--- config.mk ---
export PLATFORM = sky130hd
export DESIGN_NAME = pulse_gen_top
export DESIGN_NICKNAME = d
export VERILOG_FILES = /design/src/common/pulse_gen_pkg.sv /design/src/verilog/pulse_gen_channel.sv /design/src/verilog/pulse_gen_top.sv
export SDC_FILE = /design/constraint.sdc
export NUM_CORES = 2
export LEC_CHECK = 0
export BUFFER_PORTS_ARGS = -buffer_cell sky130_fd_sc_hd__buf_4
export CORE_MARGIN = 2
export CORE_UTILIZATION = 55
export CTS_CLUSTER_DIAMETER = 100
export CTS_CLUSTER_SIZE = 24
export DETAILED_ROUTE_END_ITERATION = 7
export HOLD_SLACK_MARGIN = 0.15
export PLACE_DENSITY = 0.73
export SETUP_SLACK_MARGIN = 0.4
export SLEW_MARGIN = 20
export SYNTH_ARGS = -nofsm -noshare
export SYNTH_HDL_FRONTEND = slang
export SYNTH_SLANG_ARGS = --single-unit
--- constraint.sdc ---
create_clock -name aclk -period 15.3 [get_ports aclk]
set_input_delay 2.295 -clock aclk [delete_from_list [all_inputs] [get_ports aclk]]
set_output_delay 2.295 -clock aclk [all_outputs]
set_load 0.005 [all_outputs]
--- src/common/pulse_gen_pkg.sv ---
// Shared constants for the dual pulse train / modulation generator.
// Assumes a 40 MHz clock and an AXI4-Lite register master.
package pulse_gen_pkg;

  // ----------------------------------------------------------------
  // Clock and tick bases
  // ----------------------------------------------------------------
  localparam int unsigned CLK_HZ        = 40_000_000;   // System clock rate
  localparam int unsigned TICK_US_NS    = 1_000;        // Short tick, ns
  localparam int unsigned TICK_MS_NS    = 1_000_000;    // Long tick, ns
  localparam int unsigned CLK_PERIOD_NS = 1_000_000_000 / CLK_HZ;
  localparam int unsigned US_CYCLES     = TICK_US_NS / CLK_PERIOD_NS;  // 40
  localparam int unsigned MS_CYCLES     = TICK_MS_NS / CLK_PERIOD_NS;  // 40000

  // ----------------------------------------------------------------
  // Register byte offsets, per channel block of 0x20
  // ----------------------------------------------------------------
  localparam logic [7:0] CH_STRIDE   = 8'h20;  // Channel one base
  localparam logic [7:0] OFS_CTRL    = 8'h00;  // Control byte
  localparam logic [7:0] OFS_CYCLE   = 8'h04;  // Cycle time
  localparam logic [7:0] OFS_WIDTH   = 8'h08;  // Pulse width
  localparam logic [7:0] OFS_COUNT   = 8'h0c;  // Pulse count
  localparam logic [7:0] OFS_STATUS  = 8'h10;  // Idle / overflow
  localparam logic [7:0] OFS_INVOKE  = 8'h40;  // Pulse invoke op
  localparam logic [7:0] OFS_RUN     = 8'h44;  // Run mode entry

  // ----------------------------------------------------------------
  // Control byte fields
  // ----------------------------------------------------------------
  localparam int CTL_UPD_CYCLE = 0;  // Load cycle time
  localparam int CTL_UPD_WIDTH = 1;  // Load pulse width
  localparam int CTL_UPD_COUNT = 2;  // Load pulse count
  localparam int CTL_BASE_MS   = 3;  // 1 = millisecond tick
  localparam int CTL_MODE_PWM  = 6;  // 1 = modulation mode
  localparam int CTL_ENABLE    = 7;  // Generator enable

  // Status fields
  localparam int STS_OVERFLOW  = 6;  // Pipeline overflow, sticky
  localparam int STS_IDLE      = 7;  // Train idle

  // Reset values and limits
  localparam logic [7:0]  CTRL_RESET  = 8'h00;
  localparam logic [15:0] MIN_CYCLE   = 16'h0002;
  localparam logic [1:0]  AXI_OKAY    = 2'b00;
  localparam logic [1:0]  AXI_SLVERR  = 2'b10;

endpackage : pulse_gen_pkg

--- src/verilog/pulse_gen_channel.sv ---
// One pulse generator: applied settings, two-deep train pipeline, output.
// Assumes invoke is a one-cycle pulse with staged values held steady.
`timescale 1ns/1ps
module pulse_gen_channel
  import pulse_gen_pkg::*;
#(
  parameter int unsigned US_DIV = US_CYCLES,  // Clocks per short tick
  parameter int unsigned MS_DIV = MS_CYCLES   // Clocks per long tick
) (
  input  wire logic        aclk,
  input  wire logic        aresetn,
  input  wire logic        invoke,       // Pulse invoke for this channel
  input  wire logic        run_entry,    // Entry into run mode
  input  wire logic        ovf_clear,    // Software clear of overflow
  input  wire logic [7:0]  stage_ctrl,   // Staged control byte
  input  wire logic [15:0] stage_cycle,  // Staged cycle time
  input  wire logic [15:0] stage_width,  // Staged pulse width
  input  wire logic [31:0] stage_count,  // Staged pulse count
  output logic             pulse_out,    // Discrete output
  output logic             idle,         // Train idle flag
  output logic             overflow      // Pipeline overflow flag
);

  // ----------------------------------------------------------------
  // State
  // ----------------------------------------------------------------
  logic        en, pwm, base_ms;            // Applied mode bits
  logic [15:0] cyc, wid;                    // Applied cycle, width
  logic [31:0] cnt;                         // Applied pulse count
  logic        busy;                        // Train running
  logic        pend;                        // Second spec waiting
  logic        p_ms;                        // Pending spec base
  logic [15:0] p_cyc;                       // Pending cycle
  logic [31:0] p_cnt;                       // Pending count
  logic [15:0] tick_pos;                    // Ticks into current cycle
  logic [31:0] left;                        // Pulses still to emit
  logic [15:0] pre;                         // Clock prescaler
  logic        next_en, next_pwm, next_base_ms, next_busy, next_pend, next_p_ms;
  logic [15:0] next_cyc, next_wid, next_p_cyc, next_tick_pos, next_pre;
  logic [31:0] next_cnt, next_p_cnt, next_left;
  logic        next_out, next_ovf;

  // Effective cycle with the two-tick floor
  function automatic logic [15:0] eff_cycle(input logic [15:0] c);
    return (c < MIN_CYCLE) ? MIN_CYCLE : c;
  endfunction : eff_cycle

  // Tick length in clocks for the chosen base
  function automatic logic [15:0] tick_len(input logic ms);
    return ms ? 16'(MS_DIV) : 16'(US_DIV);
  endfunction : tick_len

  logic [15:0] c_eff;   // Floored applied cycle
  logic        tick;    // One-cycle tick strobe
  logic        cyc_end; // Last tick of a cycle
  assign c_eff   = eff_cycle(cyc);
  assign tick    = (pre == tick_len(base_ms) - 16'h0001);
  assign cyc_end = tick && (tick_pos == c_eff - 16'h0001);

  // ----------------------------------------------------------------
  // Next-state logic
  // ----------------------------------------------------------------
  always_comb begin
    next_en = en; next_pwm = pwm; next_base_ms = base_ms;
    next_cyc = cyc; next_wid = wid; next_cnt = cnt;
    next_busy = busy; next_pend = pend; next_p_ms = p_ms;
    next_p_cyc = p_cyc; next_p_cnt = p_cnt;
    next_left = left; next_tick_pos = tick_pos;
    next_pre = tick ? 16'h0000 : pre + 16'h0001;
    next_ovf = overflow;
    // Cycle position advance
    if (tick) begin
      next_tick_pos = cyc_end ? 16'h0000 : tick_pos + 16'h0001;
    end
    // Train progress
    if (busy && cyc_end) begin
      if (left == 32'h0000_0001) begin
        if (pend) begin
          next_cyc = p_cyc; next_cnt = p_cnt; next_base_ms = p_ms;
          next_left = p_cnt; next_pend = 1'b0;
        end else begin
          next_busy = 1'b0;
        end
      end else begin
        next_left = left - 32'h0000_0001;
      end
    end
    if (run_entry || ovf_clear) begin
      next_ovf = 1'b0;
    end
    if (invoke) begin
      next_en      = stage_ctrl[CTL_ENABLE];
      next_pwm     = stage_ctrl[CTL_MODE_PWM];
      if (stage_ctrl[CTL_ENABLE] && !stage_ctrl[CTL_MODE_PWM] && busy) begin
        if (pend) begin
          next_ovf = 1'b1;
        end else begin
          next_pend  = 1'b1;
          next_p_ms  = stage_ctrl[CTL_BASE_MS];
          next_p_cyc = stage_ctrl[CTL_UPD_CYCLE] ? stage_cycle : cyc;
          next_p_cnt = stage_ctrl[CTL_UPD_COUNT] ? stage_count : cnt;
        end
      end else begin
        next_base_ms = stage_ctrl[CTL_BASE_MS];
        if (stage_ctrl[CTL_UPD_CYCLE]) next_cyc = stage_cycle;
        if (stage_ctrl[CTL_UPD_WIDTH]) next_wid = stage_width;
        if (stage_ctrl[CTL_UPD_COUNT]) next_cnt = stage_count;
        next_pre = 16'h0000; next_tick_pos = 16'h0000;
        next_pend = 1'b0;
        next_left = stage_ctrl[CTL_UPD_COUNT] ? stage_count : cnt;
        next_busy = stage_ctrl[CTL_ENABLE] && !stage_ctrl[CTL_MODE_PWM] && (next_left != 32'h0);
      end
    end
    // Output level
    if (!en) begin
      next_out = 1'b0;
    end else if (pwm) begin
      // high for width ticks; full, zero
      next_out = (next_tick_pos < next_wid);
    end else begin
      // half-period square wave; odd high half rounds down
      next_out = next_busy && (next_tick_pos < (eff_cycle(next_cyc) >> 1));
    end
  end

  // ----------------------------------------------------------------
  // Registers
  // ----------------------------------------------------------------
  always_ff @(posedge aclk) begin
    if (!aresetn) begin
      en <= 1'b0; pwm <= 1'b0; base_ms <= 1'b0;
      cyc <= 16'h0000; wid <= 16'h0000; cnt <= 32'h0000_0000;
      busy <= 1'b0; pend <= 1'b0; p_ms <= 1'b0;
      p_cyc <= 16'h0000; p_cnt <= 32'h0000_0000;
      left <= 32'h0000_0000; tick_pos <= 16'h0000; pre <= 16'h0000;
      pulse_out <= 1'b0; overflow <= 1'b0;
    end else begin
      en <= next_en; pwm <= next_pwm; base_ms <= next_base_ms;
      cyc <= next_cyc; wid <= next_wid; cnt <= next_cnt;
      busy <= next_busy; pend <= next_pend; p_ms <= next_p_ms;
      p_cyc <= next_p_cyc; p_cnt <= next_p_cnt;
      left <= next_left; tick_pos <= next_tick_pos; pre <= next_pre;
      pulse_out <= next_out; overflow <= next_ovf;
    end
  end

  // idle reads one when no train
  assign idle = !busy;

endmodule : pulse_gen_channel

--- src/verilog/pulse_gen_top.sv ---
// Dual pulse train / modulation generator with AXI4-Lite register access.
// Assumes one AXI4-Lite master; outputs go to external loads.
//
// Behaviour
// - train is square wave, counted, stops
// - pulse count one to 32-bit max
// - one tick base, microsecond or millisecond
// - cycle below two becomes two
// - odd cycle may skew duty
// - modulation high for width each cycle
// - width equal cycle stays high
// - width zero stays low
// - width update restarts, not cycle-aligned
// - control byte, 16/16/32-bit values
// - staged values apply only on invoke
// - idle and overflow status per generator
// - second train chains with no gap unless invoked in the clock the first ends, then dropped
// - third spec while busy sets overflow
// - overflow cleared at run or by status write, else sticky
// - control byte bit assignments
// - idle zero while a train runs, one otherwise
// - all values zero after reset
`timescale 1ns/1ps
module pulse_gen_top
  import pulse_gen_pkg::*;
#(
  parameter int unsigned MS_DIV = pulse_gen_pkg::MS_CYCLES  // Clocks per ms tick
) (
  input  wire logic        aclk,
  input  wire logic        aresetn,
  input  wire logic [7:0]  s_axil_awaddr,
  input  wire logic        s_axil_awvalid,
  output logic             s_axil_awready,
  input  wire logic [31:0] s_axil_wdata,
  input  wire logic [3:0]  s_axil_wstrb,
  input  wire logic        s_axil_wvalid,
  output logic             s_axil_wready,
  output logic [1:0]       s_axil_bresp,
  output logic             s_axil_bvalid,
  input  wire logic        s_axil_bready,
  input  wire logic [7:0]  s_axil_araddr,
  input  wire logic        s_axil_arvalid,
  output logic             s_axil_arready,
  output logic [31:0]      s_axil_rdata,
  output logic [1:0]       s_axil_rresp,
  output logic             s_axil_rvalid,
  input  wire logic        s_axil_rready,
  output logic             pulse_output_zero,
  output logic             pulse_output_one
);

  // ----------------------------------------------------------------
  // Staged register storage, indexed by channel
  // ----------------------------------------------------------------
  // staged values
  logic [7:0]  ctrl  [2];       // Staged control bytes
  logic [15:0] cycle [2];       // Staged cycle times
  logic [15:0] width [2];       // Staged pulse widths
  logic [31:0] count [2];       // Staged pulse counts
  logic [7:0]  next_ctrl  [2];
  logic [15:0] next_cycle [2];
  logic [15:0] next_width [2];
  logic [31:0] next_count [2];
  logic [1:0]  invoke;          // Per-channel invoke strobes
  logic [1:0]  ovf_clear;       // Per-channel overflow clears
  logic        run_entry;       // Run mode entry strobe
  logic [1:0]  idle, ovf, outs; // Channel status and outputs

  // ----------------------------------------------------------------
  // Write channel state
  // ----------------------------------------------------------------
  logic       aw_held, w_held, next_aw_held, next_w_held;
  logic [7:0] aw_addr, next_aw_addr;
  logic [31:0] w_data, next_w_data;
  logic [3:0] w_strb, next_w_strb;
  logic       next_bvalid;
  logic [1:0] next_bresp;
  logic       do_write;         // Both halves present

  // Byte-lane merge of one word
  function automatic logic [31:0] merge(input logic [31:0] old, input logic [31:0] d,
                                        input logic [3:0] s);
    logic [31:0] r;
    r = old;
    for (int i = 0; i < 4; i++) begin
      if (s[i]) r[i*8 +: 8] = d[i*8 +: 8];
    end
    return r;
  endfunction : merge

  // Is the address mapped
  function automatic logic mapped(input logic [7:0] a);
    logic [7:0] o;
    o = (a >= CH_STRIDE && a < OFS_INVOKE) ? a - CH_STRIDE : a;
    return (a == OFS_INVOKE) || (a == OFS_RUN) ||
           (a < OFS_INVOKE && o <= OFS_STATUS && o[1:0] == 2'b00);
  endfunction : mapped

  assign s_axil_awready = !aw_held && !s_axil_bvalid;
  assign s_axil_wready  = !w_held && !s_axil_bvalid;
  assign do_write       = aw_held && w_held && !s_axil_bvalid;

  // Capture halves, decode write, raise response
  always_comb begin
    logic       ch;
    logic [7:0] o;
    ch = aw_addr >= CH_STRIDE;
    o  = ch ? aw_addr - CH_STRIDE : aw_addr;
    next_aw_held = aw_held; next_w_held = w_held;
    next_aw_addr = aw_addr; next_w_data = w_data; next_w_strb = w_strb;
    next_bvalid = s_axil_bvalid; next_bresp = s_axil_bresp;
    for (int c = 0; c < 2; c++) begin
      next_ctrl[c] = ctrl[c]; next_cycle[c] = cycle[c];
      next_width[c] = width[c]; next_count[c] = count[c];
    end
    invoke = 2'b00; ovf_clear = 2'b00; run_entry = 1'b0;
    if (s_axil_awvalid && s_axil_awready) begin
      next_aw_held = 1'b1; next_aw_addr = s_axil_awaddr;
    end
    if (s_axil_wvalid && s_axil_wready) begin
      next_w_held = 1'b1; next_w_data = s_axil_wdata; next_w_strb = s_axil_wstrb;
    end
    if (do_write) begin
      next_aw_held = 1'b0; next_w_held = 1'b0; next_bvalid = 1'b1;
      next_bresp = mapped(aw_addr) ? AXI_OKAY : AXI_SLVERR;
      if (aw_addr == OFS_INVOKE) begin
        if (w_strb[0]) invoke[w_data[0]] = 1'b1;
      end else if (aw_addr == OFS_RUN) begin
        run_entry = w_strb[0] & w_data[0];
      end else if (aw_addr < OFS_INVOKE) begin
        case (o)
          OFS_CTRL:   next_ctrl[ch]  = 8'(merge({24'h0, ctrl[ch]}, w_data, w_strb));
          OFS_CYCLE:  next_cycle[ch] = 16'(merge({16'h0, cycle[ch]}, w_data, w_strb));
          OFS_WIDTH:  next_width[ch] = 16'(merge({16'h0, width[ch]}, w_data, w_strb));
          OFS_COUNT:  next_count[ch] = merge(count[ch], w_data, w_strb);
          OFS_STATUS: ovf_clear[ch]  = w_strb[0] & w_data[STS_OVERFLOW];
          default:    next_bresp = AXI_SLVERR;
        endcase
      end
    end
    if (s_axil_bvalid && s_axil_bready) begin
      next_bvalid = 1'b0;
    end
  end

  // Write-side registers
  always_ff @(posedge aclk) begin
    if (!aresetn) begin
      aw_held <= 1'b0; w_held <= 1'b0; aw_addr <= 8'h00;
      w_data <= 32'h0000_0000; w_strb <= 4'h0;
      s_axil_bvalid <= 1'b0; s_axil_bresp <= AXI_OKAY;
      for (int c = 0; c < 2; c++) begin
        ctrl[c] <= CTRL_RESET; cycle[c] <= 16'h0000;
        width[c] <= 16'h0000; count[c] <= 32'h0000_0000;
      end
    end else begin
      aw_held <= next_aw_held; w_held <= next_w_held; aw_addr <= next_aw_addr;
      w_data <= next_w_data; w_strb <= next_w_strb;
      s_axil_bvalid <= next_bvalid; s_axil_bresp <= next_bresp;
      for (int c = 0; c < 2; c++) begin
        ctrl[c] <= next_ctrl[c]; cycle[c] <= next_cycle[c];
        width[c] <= next_width[c]; count[c] <= next_count[c];
      end
    end
  end

  // ----------------------------------------------------------------
  // Read channel
  // ----------------------------------------------------------------
  logic        next_rvalid;
  logic [31:0] next_rdata;
  logic [1:0]  next_rresp;
  assign s_axil_arready = !s_axil_rvalid;

  // Decode read address into data
  always_comb begin
    logic       ch;
    logic [7:0] o;
    ch = s_axil_araddr >= CH_STRIDE;
    o  = ch ? s_axil_araddr - CH_STRIDE : s_axil_araddr;
    next_rvalid = s_axil_rvalid; next_rdata = s_axil_rdata; next_rresp = s_axil_rresp;
    if (s_axil_arvalid && s_axil_arready) begin
      next_rvalid = 1'b1;
      next_rresp  = AXI_OKAY;
      next_rdata  = 32'h0000_0000;
      if (s_axil_araddr == OFS_INVOKE || s_axil_araddr == OFS_RUN) begin
        next_rdata = 32'h0000_0000;   // Write-only strobes
      end else if (!mapped(s_axil_araddr)) begin
        next_rresp = AXI_SLVERR;
      end else begin
        case (o)
          OFS_CTRL:   next_rdata = {24'h0, ctrl[ch]};
          OFS_CYCLE:  next_rdata = {16'h0, cycle[ch]};
          OFS_WIDTH:  next_rdata = {16'h0, width[ch]};
          OFS_COUNT:  next_rdata = count[ch];
          OFS_STATUS: next_rdata = {24'h0, idle[ch], ovf[ch], 6'h00};
          default:    next_rresp = AXI_SLVERR;
        endcase
      end
    end else if (s_axil_rvalid && s_axil_rready) begin
      next_rvalid = 1'b0;
    end
  end

  // Read-side registers
  always_ff @(posedge aclk) begin
    if (!aresetn) begin
      s_axil_rvalid <= 1'b0; s_axil_rdata <= 32'h0000_0000; s_axil_rresp <= AXI_OKAY;
    end else begin
      s_axil_rvalid <= next_rvalid; s_axil_rdata <= next_rdata; s_axil_rresp <= next_rresp;
    end
  end

  // ----------------------------------------------------------------
  // Generators
  // ----------------------------------------------------------------
  // two independent generators
  for (genvar g = 0; g < 2; g++) begin : gen_ch
    pulse_gen_channel #(
      .US_DIV (US_CYCLES),
      .MS_DIV (MS_DIV)
    ) u_ch (
      .aclk        (aclk),
      .aresetn     (aresetn),
      .invoke      (invoke[g]),
      .run_entry   (run_entry),
      .ovf_clear   (ovf_clear[g]),
      .stage_ctrl  (ctrl[g]),
      .stage_cycle (cycle[g]),
      .stage_width (width[g]),
      .stage_count (count[g]),
      .pulse_out   (outs[g]),
      .idle        (idle[g]),
      .overflow    (ovf[g])
    );
  end

  assign pulse_output_zero = outs[0];
  assign pulse_output_one  = outs[1];

endmodule : pulse_gen_top

==> qor.yml <==
outcome: "completed"
dominant_cell_type_by_area_after_synthesis: "dfxtp_1"
final_net_count: 3881
number_of_failing_setup_endpoints_in_the_final_timing_report: 0
clk_path_buf_depth: 3
final_wtd_congestion: 0.9412
detailed_place.area_sq_mm: 0.03109
grt_first_pass_wirelength_um: 144700
terminating_pin_of_the_worst_hold_path: "w_data[28]"
rr_worst_depth: 22
fillerInstances: 4967
synth.most_common_cell: "nor2_1"
drive_above_1_share_pct: 6.878
drv_slew: 0
cell_chosen_for_the_clock_root: "clkbuf_16"
min_from: "w_data[28]"
grt_antenna_before_repair: 1
holdWs_ns: 0.4630
route.final.wire_length_um: 93650
critical_path_peak_fanout: 29
power.switching_fraction_pct: 24.02
r2r_slack_ns: 8.48
synth_cells: 3817
antenna_left: 0
yosysTopAreaCellShare_pct: 39.58
timing.setup.critical_path_class: "flop to flop"
wl_per_cell_um: 21.04
synth_cell_types: 81
cp_cell_sequence: "or3_1 > or4_1 > o21ai_1 > ha_1 > nor4b_1 > and3_1 > a211oi_1 > o31ai_1 > o211ai_1 > nor3_2 > or2_2 > nor2_1 > ha_1 > nand4_1 > or2_2 > o31ai_1 > nor3b_1 > o221ai_1 > a41oi_1 > o21ai_0 > nand3_1 > o2111a_1"
tritoncts: "built"
reg2reg_from: "gen_ch[1].u_ch.cyc[9]"
ff_latch_area_sq_mm: 0.01189
worst_ep_required_time_ns: 15.82
via_count_of_the_first_global_routing_pass: 25020
worst_ep_arrival_time_ns: 7.34
place.detailed.hpwl_um: 66420
finalCritPeriodShare_pct: 44.57
cts.htree.levels: 1
drt_via_density: 6.274
cts_inserted_buffers: 28
asyncSetResetFlopFracSynth_pct: 0
pwr_density_cell_mw_per_mm2: 80.31
fin_area_sq_mm: 0.03189
firstDrtPassIters: 8
die_x_um: 237.7
synth_edf_count: 0
period_minus_slack_ns: 6.819
timing.critical_path.slowest_stage_cell: "or4_1"
design.portCount: 102
cellLeakagePower_nw: 11.91
multi_input_area_sq_mm: 0.01707
maxCapViolCount: 0
detail_route.drc_violations: 0
cts-hold-fix-buffers: 0
synth.cells.most_frequent: "753 x nor2_1, 594 x dfxtp_1, 385 x nand2_1"
portBuffers: 99
seq_power_share_pct: 61.7
min_path_type: "flop to flop"
rows: 85
syn_avg_cell_area_sq_um: 7.871
worst_skew_pair.late_latency_ns: 0.64
design.core.area_sq_mm: 0.05392
syn-cell-area_sq_mm: 0.03004
clock-skew-final_ns: 0.03670
dp_slack_ns: 8.600
synth.yosys.warnings: 0
synth.area.top_cells: "dfxtp_1 40%, nor2_1 9.4%, mux2i_1 7.9%"
clock_sinks: 594
slew-limit-headroom_pct: 25.08
largest_net_degree_at_the_start_of_global_routing: 141
power.internal_mw: 1.946
start_util_pct: 55.72
area_delta_synth_final_pct: 6.160
postCtsResizedCells: 0
finalHoldViolations: 0
worst_slew_pin_slew_ns: 1.121
synth_seq_cells: 594
critical_path_s_largest_stage_delay_ns: 0.71
setup_ws_ns: 8.481
fmax_mhz: 146.6
worst_ir_drop_vdd_v: 0.00008066
critical_path.reg2reg.endpoint: "gen_ch[1].u_ch.pulse_out"
post-cts-setup-buffer-count: 0
synth-main-ff-cell: "dfxtp_1"
timing.hold.worst_path_depth: 2
grt_total_ovfl: 0
share_comb_of_total_power_pct: 4.7
timing.critical_path.from_type: "flop"
rsz_0062_raised_after_global_routing: "no"
power.total_mw: 2.561
die_area_sq_mm: 0.05651
groute.usage.overall_pct: 31.81
dr_total_vias: 27920
timing.critical_path.to_type: "flop"
synth_seq_area_share_pct: 39.58
p_clk_share_pct: 33.6
detail_route.iter0.violations: 3011
die-height_um: 237.7
netSwitchingPower_mw: 0.6152
final_total_negative_setup_slack_ns: 0
path_clk_slew_ns: 0.10
==> final cells by class <==
cell class / count / share of cell area, %
antenna: 3 / 0.02354
clock buffer: 29 / 2.240
clock inverter: 2 / 0.1452
inverter: 47 / 0.5767
multi-input combinational: 2934 / 53.52
sequential: 594 / 37.29
tap: 696 / 2.730
timing repair buffer: 145 / 3.476
==> sequential cells by signal (all words and copies together) (netlist names), 4 cells and up <==
| name | cells |
|---|---|
| s_axil_rdata | 32 |
| gen_ch.u_ch.cyc | 32 |
| gen_ch.u_ch.tick_pos | 32 |
| aw_addr | 8 |
| gen_ch.u_ch.pre | 32 |
| w_data | 32 |
| width | 32 |
| count | 64 |
| gen_ch.u_ch.left | 64 |
| cycle | 32 |
| gen_ch.u_ch.p_cyc | 32 |
| gen_ch.u_ch.p_cnt | 64 |
| w_strb | 4 |
| gen_ch.u_ch.cnt | 64 |
| gen_ch.u_ch.wid | 32 |
| ctrl | 16 |
==> critical path, delay by kind of cell (launching register included) <==
kind                     cells  cell delay (ns)
AO/OA/AOI/OAI                9             1.61
adder cells (fa/ha/maj)      2             0.57
flip-flops                   1             0.39
AND/OR/NAND/NOR             11             4.15
==> cells by family after synthesis <==
family | share of synthesized area [%]
buf+inv | 3.819
other cells | 0.01248
mux | 8.908
simple gates | 24.19
flops | 39.58
fa+ha+maj | 2.999
xor+xnor | 2.886
compound gates | 17.60
==> power groups by stage <==
stage | Sequential (mW) | Combinational, mW | Clock (mW)
after floorplan | 1.60 | 0.0798 | 0
after global placement | 1.61 | 0.117 | 0
after detailed placement | 1.61 | 0.118 | 0
after CTS | 1.58 | 0.118 | 0.864
after global routing | 1.58 | 0.131 | 0.915
final | 1.58 | 0.121 | 0.861
==> placed cells by master, fill, tap and decap left out, types with 72 or more instances in the layout <==
| cell type | synthesis | final |
|---|---|---|
| a21oi_1 | 353 | 352 |
| buf_4 | 8 | 144 |
| nor3_1 | 86 | 85 |
| nor2_1 | 753 | 751 |
| ha_1 | 72 | 72 |
| dfxtp_1 | 594 | 592 |
| nand2_1 | 385 | 384 |
| mux2i_1 | 237 | 237 |
| o21ai_0 | 222 | 222 |
| a211oi_1 | 89 | 89 |
| nand3_1 | 73 | 73 |
==> stage by stage <==
stage               std cells  utilization, %
CTS                      4446           59.08
global placement         4415           57.66
global route             4448           59.14
floorplan                3818               -
finish                   4450           59.15
detailed placement       4415           57.67
==> per-layer routing <==
metal  GRT usage [%]  up-vias  share of wire, %
li1                -    13370                 -
met1           46.42    13100                44
met2           49.18     1274                44
met3           4.076      175               9.2
met4           9.053        0               3.1
met5               0        -                 0
==> worst max path at each step <==
stage	from	to	slack, ns
floorplan	gen_ch[1].u_ch.cyc[5]	gen_ch[1].u_ch.pulse_out	9.54
finish	gen_ch[1].u_ch.cyc[9]	gen_ch[1].u_ch.pulse_out	8.48
detailed placement	gen_ch[0].u_ch.cyc[6]	gen_ch[0].u_ch.pulse_out	8.60
CTS	gen_ch[0].u_ch.cyc[6]	gen_ch[0].u_ch.pulse_out	8.58
global route	gen_ch[1].u_ch.cyc[9]	gen_ch[1].u_ch.pulse_out	7.99
global placement	gen_ch[1].u_ch.cyc[13]	gen_ch[1].u_ch.pulse_out	8.74
Power figures use the tool's default switching activity.
